### config.mk
export PLATFORM = sky130hd
export DESIGN_NAME = dsp_data_addr
export DESIGN_NICKNAME = d
export VERILOG_FILES = /design/src/include/dsp_addr_pkg.sv /design/src/include/dsp_rf_if.sv /design/src/design/dsp_reg_file.sv /design/src/design/dsp_data_addr.sv
export SDC_FILE = /design/constraint.sdc
export NUM_CORES = 2
export LEC_CHECK = 0
export ABC_AREA = 0
export BUFFER_PORTS_ARGS = -buffer_cell sky130_fd_sc_hd__buf_2
export CAP_MARGIN = 40
export CELL_PAD_IN_SITES_DETAIL_PLACEMENT = 1
export CELL_PAD_IN_SITES_GLOBAL_PLACEMENT = 1
export CORE_ASPECT_RATIO = 1.75
export CORE_MARGIN = 2
export CORE_UTILIZATION = 43
export CTS_CLUSTER_DIAMETER = 50
export DETAILED_ROUTE_END_ITERATION = 10
export GPL_TIMING_DRIVEN = 0
export PLACE_DENSITY = 0.77
export SETUP_SLACK_MARGIN = 0.02
export SLEW_MARGIN = 20
export SYNTH_ARGS = -nofsm -noshare
export SYNTH_HDL_FRONTEND = slang
export SYNTH_SLANG_ARGS = --single-unit
### constraint.sdc
create_clock -name clk_sys_in -period 5.3 [get_ports clk_sys_in]
set_input_delay 0.53 -clock clk_sys_in [delete_from_list [all_inputs] [get_ports clk_sys_in]]
set_output_delay 0.53 -clock clk_sys_in [all_outputs]
set_load 0.03 [all_outputs]
### src/include/dsp_addr_pkg.sv
// Constants and types for the DSP data addressing and load alignment block
package dsp_addr_pkg;

  // Operation kinds presented at the issue port
  typedef enum logic [1:0] {
    OP_NONE   = 2'b00,
    OP_XY     = 2'b01,
    OP_SINGLE = 2'b10
  } op_kind_t;

  // Pointer update for X and Y memory moves
  typedef enum logic [1:0] {
    XY_NOUPD = 2'b00,
    XY_INC   = 2'b01,
    XY_INDEX = 2'b10
  } xy_mode_t;

  // Pointer update for single-data moves
  typedef enum logic [1:0] {
    S_NOUPD = 2'b00,
    S_INC   = 2'b01,
    S_INDEX = 2'b10,
    S_DEC   = 2'b11
  } single_mode_t;

  // DSP data registers; codes 8 and 9 are the accumulator guards
  typedef enum logic [3:0] {
    REG_A0 = 4'h0, REG_A1 = 4'h1, REG_M0 = 4'h2, REG_M1 = 4'h3,
    REG_X0 = 4'h4, REG_X1 = 4'h5, REG_Y0 = 4'h6, REG_Y1 = 4'h7,
    REG_G0 = 4'h8, REG_G1 = 4'h9
  } dsp_reg_t;

  // Register byte offsets
  localparam logic [7:0] OFF_CTRL   = 8'h00;
  localparam logic [7:0] OFF_BOUNDS = 8'h04;
  localparam logic [7:0] OFF_STATUS = 8'h08;
  localparam logic [7:0] OFF_PTR    = 8'h20;  // Six pointers R2..R7
  localparam logic [7:0] OFF_XIDX   = 8'h38;
  localparam logic [7:0] OFF_YIDX   = 8'h3c;
  localparam logic [7:0] OFF_DREG   = 8'h40;  // Eight data registers
  localparam logic [7:0] OFF_G0     = 8'h60;
  localparam logic [7:0] OFF_G1     = 8'h64;

  // Field positions
  localparam int CTRL_XMOD_BIT  = 0;
  localparam int CTRL_YMOD_BIT  = 1;
  localparam int STAT_BUSY_BIT  = 0;
  localparam int STAT_XWRAP_BIT = 1;
  localparam int STAT_YWRAP_BIT = 2;
  localparam int BOUNDS_END_LSB = 16;

  // Reset values
  localparam logic [31:0] RST_WORD  = 32'h0000_0000;
  localparam logic [7:0]  RST_GUARD = 8'h00;
  localparam logic [1:0]  RST_CTRL  = 2'h0;

  // Address steps
  localparam logic [31:0] STEP_WORD = 32'h0000_0002;
  localparam logic [31:0] STEP_LONG = 32'h0000_0004;
  localparam logic [15:0] LOW_CLEAR = 16'h0000;

endpackage

### src/include/dsp_rf_if.sv
// Interface between the addressing block and its DSP data register file
`timescale 1ns/10ps
interface dsp_rf_if;
  logic        rd_en;
  logic [2:0]  rd0_addr;
  logic [2:0]  rd1_addr;
  logic [31:0] rd0_data;
  logic [31:0] rd1_data;
  logic        wr0_en;
  logic [2:0]  wr0_addr;
  logic [31:0] wr0_data;
  logic        wr1_en;
  logic [2:0]  wr1_addr;
  logic [31:0] wr1_data;

  modport store (input rd_en, rd0_addr, rd1_addr, wr0_en, wr0_addr, wr0_data,
                 input wr1_en, wr1_addr, wr1_data, output rd0_data, rd1_data);
  modport user  (output rd_en, rd0_addr, rd1_addr, wr0_en, wr0_addr, wr0_data,
                 output wr1_en, wr1_addr, wr1_data, input rd0_data, rd1_data);
endinterface

### src/design/dsp_reg_file.sv
// Eight-word DSP data register file, two write ports, two registered reads
`timescale 1ns/10ps
module dsp_reg_file (
  input wire logic clk_sys_in,
  input wire logic resetn_in,
  dsp_rf_if.store  rf
);
  import dsp_addr_pkg::*;

  logic [31:0] word_q [0:7];
  logic [31:0] rd0_q;
  logic [31:0] rd1_q;

  // One register per entry; port 1 wins when both hit one entry
  genvar i;
  generate
    for (i = 0; i < 8; i = i + 1) begin : g_word
      always_ff @(posedge clk_sys_in) begin
        if (!resetn_in) begin
          word_q[i] <= RST_WORD;
        end else if (rf.wr1_en && rf.wr1_addr == 3'(i)) begin
          word_q[i] <= rf.wr1_data;
        end else if (rf.wr0_en && rf.wr0_addr == 3'(i)) begin
          word_q[i] <= rf.wr0_data;
        end
      end
    end
  endgenerate

  // Read data held until the next enabled read
  always_ff @(posedge clk_sys_in) begin
    if (!resetn_in) begin
      rd0_q <= RST_WORD;
      rd1_q <= RST_WORD;
    end else if (rf.rd_en) begin
      rd0_q <= word_q[rf.rd0_addr];
      rd1_q <= word_q[rf.rd1_addr];
    end
  end

  assign rf.rd0_data = rd0_q;
  assign rf.rd1_data = rd1_q;
endmodule

### src/design/dsp_data_addr.sv
// DSP data address generation and load/store data alignment
`timescale 1ns/10ps
module dsp_data_addr (
  input  wire logic                        clk_sys_in,
  input  wire logic                        resetn_in,
  input  wire logic [7:0]                  avs_address_in,
  input  wire logic                        avs_read_in,
  input  wire logic                        avs_write_in,
  input  wire logic [31:0]                 avs_writedata_in,
  output logic [31:0]                      avs_readdata_out,
  output logic                             avs_waitrequest_out,
  input  wire logic                        op_valid_in,
  output logic                             op_ready_out,
  input  wire dsp_addr_pkg::op_kind_t      op_kind_in,
  input  wire logic                        x_move_en_in,
  input  wire dsp_addr_pkg::xy_mode_t      x_mode_in,
  input  wire logic                        x_ptr_sel_in,
  input  wire logic                        x_store_in,
  input  wire logic                        x_reg_sel_in,
  input  wire logic                        y_move_en_in,
  input  wire dsp_addr_pkg::xy_mode_t      y_mode_in,
  input  wire logic                        y_ptr_sel_in,
  input  wire logic                        y_store_in,
  input  wire logic                        y_reg_sel_in,
  input  wire dsp_addr_pkg::single_mode_t  single_mode_in,
  input  wire logic [1:0]                  single_ptr_sel_in,
  input  wire logic                        single_long_in,
  input  wire logic                        single_store_in,
  input  wire dsp_addr_pkg::dsp_reg_t      single_reg_in,
  output logic                             x_mem_req_out,
  output logic                             x_mem_we_out,
  output logic [31:0]                      x_mem_addr_out,
  output logic [15:0]                      x_mem_wdata_out,
  input  wire logic [15:0]                 x_mem_rdata_in,
  output logic                             y_mem_req_out,
  output logic                             y_mem_we_out,
  output logic [31:0]                      y_mem_addr_out,
  output logic [15:0]                      y_mem_wdata_out,
  input  wire logic [15:0]                 y_mem_rdata_in,
  input  wire logic                        fetch_req_in,
  output logic                             fetch_grant_out,
  output logic                             load_req_out,
  output logic                             load_we_out,
  output logic                             load_long_out,
  output logic [31:0]                      load_address_bus_out,
  output logic [31:0]                      load_wdata_out,
  input  wire logic [31:0]                 load_data_bus_in,
  input  wire logic                        load_ack_in
);
  import dsp_addr_pkg::*;

  dsp_rf_if rf ();

  dsp_reg_file u_rf (
    .clk_sys_in (clk_sys_in),
    .resetn_in  (resetn_in),
    .rf         (rf)
  );

  // Architectural state
  logic [31:0] ptr_q [0:5];
  logic [31:0] ptr_d [0:5];
  logic [31:0] x_index_q, y_index_q;
  logic [31:0] bounds_q;
  logic [1:0]  ctrl_q;
  logic [7:0]  guard_q [0:1];
  logic [7:0]  guard_d [0:1];
  logic        x_wrap_q, y_wrap_q;
  logic        av_ack_q;
  // Memory stage state
  logic        m_valid_q;
  op_kind_t    m_kind_q;
  logic        m_x_en_q, m_x_store_q, m_x_reg_q, m_x_sel_q;
  logic        m_y_en_q, m_y_store_q, m_y_reg_q, m_y_sel_q;
  logic        m_s_store_q, m_s_long_q;
  dsp_reg_t    m_s_reg_q;
  logic [7:0]  m_guard_q;
  logic [31:0] x_addr_q, y_addr_q, s_addr_q;

  // Issue and bus handshakes
  wire         av_req     = avs_read_in | avs_write_in;
  wire         av_wr_fire = av_ack_q & avs_write_in;
  wire         fire       = op_valid_in & op_ready_out;
  wire         fire_xy    = fire & (op_kind_in == OP_XY);
  wire         fire_s     = fire & (op_kind_in == OP_SINGLE);
  wire         m_xy       = m_valid_q & (m_kind_q == OP_XY);
  wire         m_s        = m_valid_q & (m_kind_q == OP_SINGLE);
  wire         s_done     = load_req_out & load_ack_in;
  wire         m_done     = m_xy | s_done;

  assign op_ready_out        = ~m_valid_q & ~av_req & ~av_ack_q;
  assign avs_waitrequest_out = ~av_ack_q;

  // Modulo bounds: end in the upper half, start in the lower half
  wire [15:0]  mod_end   = bounds_q[31:BOUNDS_END_LSB];
  wire [15:0]  mod_start = bounds_q[BOUNDS_END_LSB-1:0];
  wire         y_mod_on  = ctrl_q[CTRL_YMOD_BIT];
  wire         x_mod_on  = ctrl_q[CTRL_XMOD_BIT] & ~y_mod_on;

  // X pointer step and wrap; 16-bit compare bounds the span to 64 kbytes
  wire [2:0]   x_idx  = {2'b01, x_ptr_sel_in};
  wire [31:0]  x_base = ptr_q[x_idx];
  wire [31:0]  x_step = (x_mode_in == XY_INC)   ? STEP_WORD :
                        (x_mode_in == XY_INDEX) ? x_index_q : RST_WORD;
  wire         x_wrap = x_mod_on & (x_mode_in != XY_NOUPD) &
                        (x_base[15:1] == mod_end[15:1]);
  wire [31:0]  x_next = x_wrap ? {x_base[31:16], mod_start[15:1], x_base[0]}
                               : x_base + x_step;

  // Y pointer step and wrap
  wire [2:0]   y_idx  = {2'b10, y_ptr_sel_in};
  wire [31:0]  y_base = ptr_q[y_idx];
  wire [31:0]  y_step = (y_mode_in == XY_INC)   ? STEP_WORD :
                        (y_mode_in == XY_INDEX) ? y_index_q : RST_WORD;
  wire         y_wrap = y_mod_on & (y_mode_in != XY_NOUPD) &
                        (y_base[15:1] == mod_end[15:1]);
  wire [31:0]  y_next = y_wrap ? {y_base[31:16], mod_start[15:1], y_base[0]}
                               : y_base + y_step;

  // Single pointer: never wraps, decrement is applied before access
  wire [2:0]   s_idx  = {1'b0, single_ptr_sel_in};
  wire [31:0]  s_base = ptr_q[s_idx];
  wire [31:0]  s_size = single_long_in ? STEP_LONG : STEP_WORD;
  wire [31:0]  s_step = (single_mode_in == S_INC)   ? s_size :
                        (single_mode_in == S_INDEX) ? x_index_q :
                        (single_mode_in == S_DEC)   ? (RST_WORD - s_size) : RST_WORD;
  wire [31:0]  s_next = s_base + s_step;
  wire [31:0]  s_addr = (single_mode_in == S_DEC) ? s_next : s_base;

  // Pointer next values, one per pointer register
  genvar i;
  generate
    for (i = 0; i < 6; i = i + 1) begin : g_ptr
      wire av_hit = av_wr_fire & (avs_address_in == OFF_PTR + 8'(4 * i));
      assign ptr_d[i] = av_hit ? avs_writedata_in :
                        (fire_xy & x_move_en_in & x_idx == 3'(i)) ? x_next :
                        (fire_xy & y_move_en_in & y_idx == 3'(i)) ? y_next :
                        (fire_s & s_idx == 3'(i)) ? s_next : ptr_q[i];
      always_ff @(posedge clk_sys_in) begin
        if (!resetn_in) begin
          ptr_q[i] <= RST_WORD;
        end else begin
          ptr_q[i] <= ptr_d[i];
        end
      end
    end
  endgenerate

  // Single load alignment into data register or guard
  wire         s_is_guard = m_s_reg_q[3];
  wire [31:0]  ld_aligned = m_s_long_q ? load_data_bus_in
                          : {load_data_bus_in[15:0], LOW_CLEAR};
  wire [7:0]   ld_sign    = {8{m_s_long_q ? load_data_bus_in[31] : load_data_bus_in[15]}};
  wire         s_ld_fire  = s_done & ~m_s_store_q;

  // Guard next values
  generate
    for (i = 0; i < 2; i = i + 1) begin : g_guard
      wire av_hit = av_wr_fire & (avs_address_in == OFF_G0 + 8'(4 * i));
      assign guard_d[i] =
        av_hit ? avs_writedata_in[7:0] :
        (s_ld_fire & s_is_guard & m_s_reg_q[0] == 1'(i)) ? load_data_bus_in[7:0] :
        (s_ld_fire & ~s_is_guard & m_s_reg_q[2:0] == 3'(i)) ? ld_sign :
        guard_q[i];
    end
  endgenerate

  // Register file ports: host access when idle, else the move stages
  assign rf.rd_en    = fire | (av_req & ~m_valid_q & ~av_ack_q);
  assign rf.rd0_addr = av_req ? avs_address_in[4:2] :
                       (op_kind_in == OP_XY) ? {2'b00, x_reg_sel_in} : single_reg_in[2:0];
  assign rf.rd1_addr = {2'b00, y_reg_sel_in};
  assign rf.wr0_en   = (av_wr_fire & avs_address_in[7:5] == OFF_DREG[7:5]) |
                       (m_xy & m_x_en_q & ~m_x_store_q) | (s_ld_fire & ~s_is_guard);
  assign rf.wr0_addr = av_ack_q ? avs_address_in[4:2] :
                       m_xy ? {2'b10, m_x_reg_q} : m_s_reg_q[2:0];
  assign rf.wr0_data = av_ack_q ? avs_writedata_in :
                       m_xy ? {x_mem_rdata_in, LOW_CLEAR} : ld_aligned;
  assign rf.wr1_en   = m_xy & m_y_en_q & ~m_y_store_q;
  assign rf.wr1_addr = {2'b11, m_y_reg_q};
  assign rf.wr1_data = {y_mem_rdata_in, LOW_CLEAR};

  // Dedicated X/Y memory buses, word wide, old pointer, bit 0 forced low
  assign x_mem_req_out   = m_xy & m_x_en_q;
  assign x_mem_we_out    = x_mem_req_out & m_x_store_q;
  assign x_mem_addr_out  = x_addr_q;
  assign x_mem_wdata_out = rf.rd0_data[31:16];
  assign y_mem_req_out   = m_xy & m_y_en_q;
  assign y_mem_we_out    = y_mem_req_out & m_y_store_q;
  assign y_mem_addr_out  = y_addr_q;
  assign y_mem_wdata_out = rf.rd1_data[31:16];

  // Shared load bus; instruction fetch wins a conflict
  assign fetch_grant_out      = fetch_req_in;
  assign load_req_out         = m_s & ~fetch_req_in;
  assign load_we_out          = load_req_out & m_s_store_q;
  assign load_long_out        = m_s_long_q;
  assign load_address_bus_out = s_addr_q;

  // Single store alignment
  wire [31:0]  st_word  = s_is_guard ? {LOW_CLEAR, {8{m_guard_q[7]}}, m_guard_q}
                                     : {LOW_CLEAR, rf.rd0_data[31:16]};
  wire [31:0]  st_long  = s_is_guard ? {{24{m_guard_q[7]}}, m_guard_q}
                                     : rf.rd0_data;
  assign load_wdata_out = m_s_long_q ? st_long : st_word;

  // Host read mux for non-file registers
  wire [31:0]  stat_word = {29'h0, y_wrap_q, x_wrap_q, m_valid_q};
  wire [31:0]  av_rmux =
    (avs_address_in == OFF_CTRL)   ? {30'h0, ctrl_q} :
    (avs_address_in == OFF_BOUNDS) ? bounds_q :
    (avs_address_in == OFF_STATUS) ? stat_word :
    (avs_address_in >= OFF_PTR && avs_address_in < OFF_XIDX) ?
      ptr_q[3'(avs_address_in[4:2] - 3'h0) + 3'h0] :
    (avs_address_in == OFF_XIDX)   ? x_index_q :
    (avs_address_in == OFF_YIDX)   ? y_index_q :
    (avs_address_in == OFF_G0)     ? {24'h0, guard_q[0]} :
    (avs_address_in == OFF_G1)     ? {24'h0, guard_q[1]} : RST_WORD;
  wire         av_is_rf = (avs_address_in[7:5] == OFF_DREG[7:5]);
  assign avs_readdata_out = (av_ack_q & av_is_rf) ? rf.rd0_data : (av_ack_q ? av_rmux : RST_WORD);

  // Host handshake and control registers; ctrl written after bounds by software
  always_ff @(posedge clk_sys_in) begin
    if (!resetn_in) begin
      av_ack_q  <= 1'b0;
      ctrl_q    <= RST_CTRL;
      bounds_q  <= RST_WORD;
      x_index_q <= RST_WORD;
      y_index_q <= RST_WORD;
      guard_q[0] <= RST_GUARD;
      guard_q[1] <= RST_GUARD;
    end else begin
      av_ack_q   <= av_req & ~av_ack_q & ~m_valid_q;
      guard_q[0] <= guard_d[0];
      guard_q[1] <= guard_d[1];
      if (av_wr_fire && avs_address_in == OFF_CTRL) begin
        ctrl_q <= avs_writedata_in[1:0];
      end
      if (av_wr_fire && avs_address_in == OFF_BOUNDS) begin
        bounds_q <= avs_writedata_in;
      end
      if (av_wr_fire && avs_address_in == OFF_XIDX) begin
        x_index_q <= avs_writedata_in;
      end
      if (av_wr_fire && avs_address_in == OFF_YIDX) begin
        y_index_q <= avs_writedata_in;
      end
    end
  end

  // Memory stage capture at issue
  always_ff @(posedge clk_sys_in) begin
    if (!resetn_in) begin
      m_valid_q <= 1'b0;
      m_kind_q  <= OP_NONE;
      {m_x_en_q, m_x_store_q, m_x_reg_q, m_x_sel_q} <= 4'h0;
      {m_y_en_q, m_y_store_q, m_y_reg_q, m_y_sel_q} <= 4'h0;
      {m_s_store_q, m_s_long_q} <= 2'h0;
      m_s_reg_q <= REG_A0;
      m_guard_q <= RST_GUARD;
      x_addr_q  <= RST_WORD;
      y_addr_q  <= RST_WORD;
      s_addr_q  <= RST_WORD;
      x_wrap_q  <= 1'b0;
      y_wrap_q  <= 1'b0;
    end else if (fire) begin
      m_valid_q <= (op_kind_in != OP_NONE);
      m_kind_q  <= op_kind_in;
      {m_x_en_q, m_x_store_q, m_x_reg_q, m_x_sel_q} <=
        {x_move_en_in, x_store_in, x_reg_sel_in, x_ptr_sel_in};
      {m_y_en_q, m_y_store_q, m_y_reg_q, m_y_sel_q} <=
        {y_move_en_in, y_store_in, y_reg_sel_in, y_ptr_sel_in};
      {m_s_store_q, m_s_long_q} <= {single_store_in, single_long_in};
      m_s_reg_q <= single_reg_in;
      m_guard_q <= guard_q[single_reg_in[0]];
      x_addr_q  <= {x_base[31:1], 1'b0};
      y_addr_q  <= {y_base[31:1], 1'b0};
      s_addr_q  <= s_addr;
      x_wrap_q  <= fire_xy & x_move_en_in & x_wrap;
      y_wrap_q  <= fire_xy & y_move_en_in & y_wrap;
    end else if (m_done) begin
      m_valid_q <= 1'b0;
    end
  end

  // Checks
  wire [31:0] x_ptr_m = ptr_q[{2'b01, m_x_sel_q}];
endmodule

==> out/qor.txt <==
WORST SETUP PATH
------------------------------------------------------------------------------------------
Register-to-register setup slack ............................................       510 ps
Worst r2r dst ............................................................... ptr_q[2][31]$_SDFFCE_PN0P_
Worst setup path category ...................................................       in2reg
Critical Path Start Type ....................................................   input port
Data required, critical path ................................................      5800 ps
Largest fanout on the critical path .........................................           10
Crit. Startpoint ............................................................ single_ptr_sel_in[1]
Origin of the critical flop-to-flop path .................................... ptr_q[3][16]$_SDFFCE_PN0P_
Number of cells on the worst reg-to-reg path ................................           12
Endpoint type of the worst setup path .......................................    flip-flop
Arrival time at the worst endpoint ..........................................      5930 ps

WORST HOLD PATH
------------------------------------------------------------------------------------------
Startpoint of the most critical hold path ................................... single_store_in
Min-Delay Endpoint .......................................................... m_s_store_q$_SDFFE_PN0P_
Hold/Removal Path Class .....................................................       in2reg
Min-Delay Path Depth ........................................................            3

STA
------------------------------------------------------------------------------------------
Final worst-path setup slack ................................................    -126.2 ps
Highest Clock Rate ..........................................................    184.3 MHz
Transition time of the tightest slew-check pin ..............................      1146 ps
Shortest period the worst path allows .......................................      5426 ps
Number of hold-slack violations in the final timing report ..................            0
Tcrit/Tclk final ............................................................       102.4%
Hold_ws .....................................................................     60.11 ps
Setup violation total in the final timing report ............................            2
Post-Route Skew .............................................................     27.17 ps
Setup repair after global routing missed its margin .........................          yes
Final Max Slew Viols ........................................................            0
Max_slew headroom ...........................................................       23.63%

CLOCKING
------------------------------------------------------------------------------------------
Cell at the root of the clock tree ..........................................    clkbuf_16
CTS H-tree lvls .............................................................            3
Maximum root-to-sink buffer count ...........................................            3
CTS tree ....................................................................          yes
Number of buffers added by the clock tree synthesis step ....................           78
Number of sinks on the clock net ............................................          730
Clock edge transition at the registers on the reported setup and hold paths .        70 ps
Clk_lat worst skew ..........................................................       740 ps

CELLS AND AREA
------------------------------------------------------------------------------------------
Final core utilization ......................................................       51.07%
Total area of sequential cells ..............................................   19100 um^2
Net total in the final layout ...............................................         5211
Footprint of the multi-input gates ..........................................   22430 um^2
Final-layout fill cell count ................................................        11380
Growth of design area from synthesis to finish ..............................       17.67%
Ratio of cells with drive above 1 in the final layout .......................       16.99%

PLACED DESIGN
------------------------------------------------------------------------------------------
Post-place setup slack ......................................................     -1144 ps
Gp weighted congestion ......................................................        1.099
Count of buffers inserted at the top-level ports ............................          301
Post-DP HPWL ................................................................    185600 um

GRT
------------------------------------------------------------------------------------------
Global-route wire length before repair ......................................    332400 um
Pin count of the biggest net entering global routing ........................           33
Via count of the first global-routing pass ..................................        43580
Number of antenna violations at the first check in global routing ...........           28
Aggregate global routing overflow ...........................................            0
Overall fraction of global-route tracks in use ..............................       46.46%

RUN STATUS
------------------------------------------------------------------------------------------
Failing checks .............................................................. negative setup slack
Run status .................................................................. finished with violations

ROUTING
------------------------------------------------------------------------------------------
Total length of routed wires ................................................    241500 um
Final ANT Viol Nets .........................................................            0
WL per Instance .............................................................     37.85 um
Vias ........................................................................        42920
First-pass detailed-route iteration total ...................................            9
Initial DRC Count ...........................................................         5279
Via density .................................................................        6.727
Count of unresolved DRC violations after routing ............................            0

DIE
------------------------------------------------------------------------------------------
Site Rows ...................................................................          153
Chip height .................................................................     422.9 um
DIE AREA ....................................................................  102900 um^2
Area inside the core boundary ...............................................   99350 um^2
Starting Density ............................................................       43.40%
X dimension of the die ......................................................     243.4 um
Top-level I/O count .........................................................          337

SYNTH
------------------------------------------------------------------------------------------
Unique masters post-synth ...................................................           86
Avg Synthesized Cell Area ...................................................   9.653 um^2
Area contributors post-synth ................................................ edfxtp_1, dfxtp_1, mux4_2
Cell count after synthesis ..................................................         4467
Post-Syn Area ...............................................................   43120 um^2
Share of the synthesized area in the top cell type ..........................       31.20%
FFs w/ async S/R, synth .....................................................           0%
Most instantiated flip-flop cell in the synthesis netlist ...................     edfxtp_1
Portion of the post-synthesis area used by sequential elements ..............       44.29%
Number of enable flip-flop cells after synthesis ............................          448
Seq cells post-synth ........................................................          730
Number of warnings reported in the yosys synthesis log ......................            0
Cell accounting for the most synthesized area ...............................     edfxtp_1

POWER AND IR DROP
------------------------------------------------------------------------------------------
Worst supply voltage drop on vdd ............................................     292.7 uV
Leakage dissipation .........................................................     20.63 nW
Power density of the placed cells ........................................... 296.5 nW/um^2

FLOW RUN
------------------------------------------------------------------------------------------
Number of max-cap violations ................................................            0

==> cell usage in the layout, fill, tap and decap left out, types with 66 or more instances in the layout <==
master	netlist	routed
mux2i_1	160	160
a21oi_1	263	262
nand2_1	625	622
clkbuf_16	0	81
o21ai_0	209	204
buf_2	23	335
a211oi_1	118	118
nor2_1	599	599
buf_6	2	66
ha_1	93	93
clkbuf_1	295	285
o211a_1	101	101
and2_1	82	82
a21boi_0	135	135
dfxtp_1	282	282
mux4_2	128	128
nand3_1	83	80
edfxtp_1	448	448
==> cell type report <==
type	instances	area share [%]
Antenna cell	18	0.08878
Tap cell	1317	3.248
Clock buffer	104	4.293
Clock inverter	41	0.9568
Timing Repair Buffer	433	6.111
Buffer	375	3.097
Multi-Input combinational cell	3314	44.21
Inverter	48	0.3551
Sequential cell	730	37.64
==> metal layers <==
| layer | track usage (%) | up-vias | wire length (um) |
|---|---|---|---|
| li1 | - | 17390 | - |
| met1 | 46.92 | 21110 | 73410 |
| met2 | 73.32 | 3193 | 108700 |
| met3 | 14.19 | 1217 | 26290 |
| met4 | 49.55 | 16 | 32990 |
| met5 | 0 | - | 100 |
==> what timing repair did <==
item / 4_1_cts / 5_1_grt
resized for setup: 2 / 5
setup buffers: 0 / 0
endpoints found under the setup margin: 22 / 23
hold buffers: 0 / 0
pin swaps: 0 / 0
==> kinds of logic (layout without fill, tap and decap cells) <==
family	after synthesis	count (layout)	synth area share (%)
fa+ha+maj	96	96	2.838
compound gates	1179	1179	19.03
flops	730	730	44.29
xor+xnor	102	102	2.072
simple gates	1594	1594	15.96
buf+inv	424	1001	3.984
mux	341	341	11.81
other cells	1	20	0.008697
==> critical path: stages <==
cell      delay [ps]
clkbuf_2         350
buf_2            450
clkbuf_1         350
buf_6            260
mux4_2           380
ha_1             400
a21oi_1          210
o21ai_0          220
a2111o_1         440
o221ai_1         400
a31oi_1          420
a21oi_2          440
nor2_1           130
a211oi_1         470
nor2_1            80
o31ai_1          380
==> synthesized netlist by cell type, types with 82 or more instances <==
cell and n:
clkbuf_1 295, mux4_2 128, a21oi_1 263, dfxtp_1 282
a21boi_0 135, mux2i_1 160, nor2_1 599, o21ai_0 209
edfxtp_1 448, ha_1 93, and2_1 82, a211oi_1 118
nand2_1 625, o211a_1 101, nand3_1 83
==> power breakdown <==
part	switching, mW	internal, mW
logic	1.87	0.853
clock network	2.64	3.28
registers	0.170	6.22
==> how the worst max path moves through the flow <==
stage	cells after the start	slack, ps	to
after global routing	16	-80	ptr_q[2][31]$_SDFFCE_PN0P_
after floorplan	4	210	u_rf.word_q[6][0]$_SDFFCE_PN0P_
after global placement	4	-4620	u_rf.word_q[6][26]$_DFFE_PP_
final	16	-130	ptr_q[2][31]$_SDFFCE_PN0P_
after CTS	16	30	ptr_q[3][31]$_SDFFCE_PN0P_
after detailed placement	16	-1140	ptr_q[2][31]$_SDFFCE_PN0P_
==> through the flow <==
step / cells / setup TNS [ps] / power [mW] / area (um^2)
global route: 6366 / -79.45 / 15.29 / 50700
finish: 6380 / -227.2 / 15.04 / 50740
floorplan: 4468 / 0 / 7.921 / 43120
CTS: 6332 / 0 / 14.87 / 50390
detailed placement: 6187 / -39240 / 9.068 / 47730
global placement: 6086 / -815560 / 8.930 / 46280
==> registers in the layout, indices dropped and copies added, names as in the netlist, 2 cells and up <==
signal	cells
load_address_bus_out	32
ptr_q	192
bounds_q	32
m_s_reg_q	4
y_mem_addr_out	31
y_index_q	32
guard_q	16
m_kind_q	2
x_index_q	32
u_rf.word_q	256
u_rf.rf.rd0_data	32
m_guard_q	8
ctrl_q	2
u_rf.rf.rd1_data	16
x_mem_addr_out	31
No activity file was read; power rests on OpenSTA's default activity.
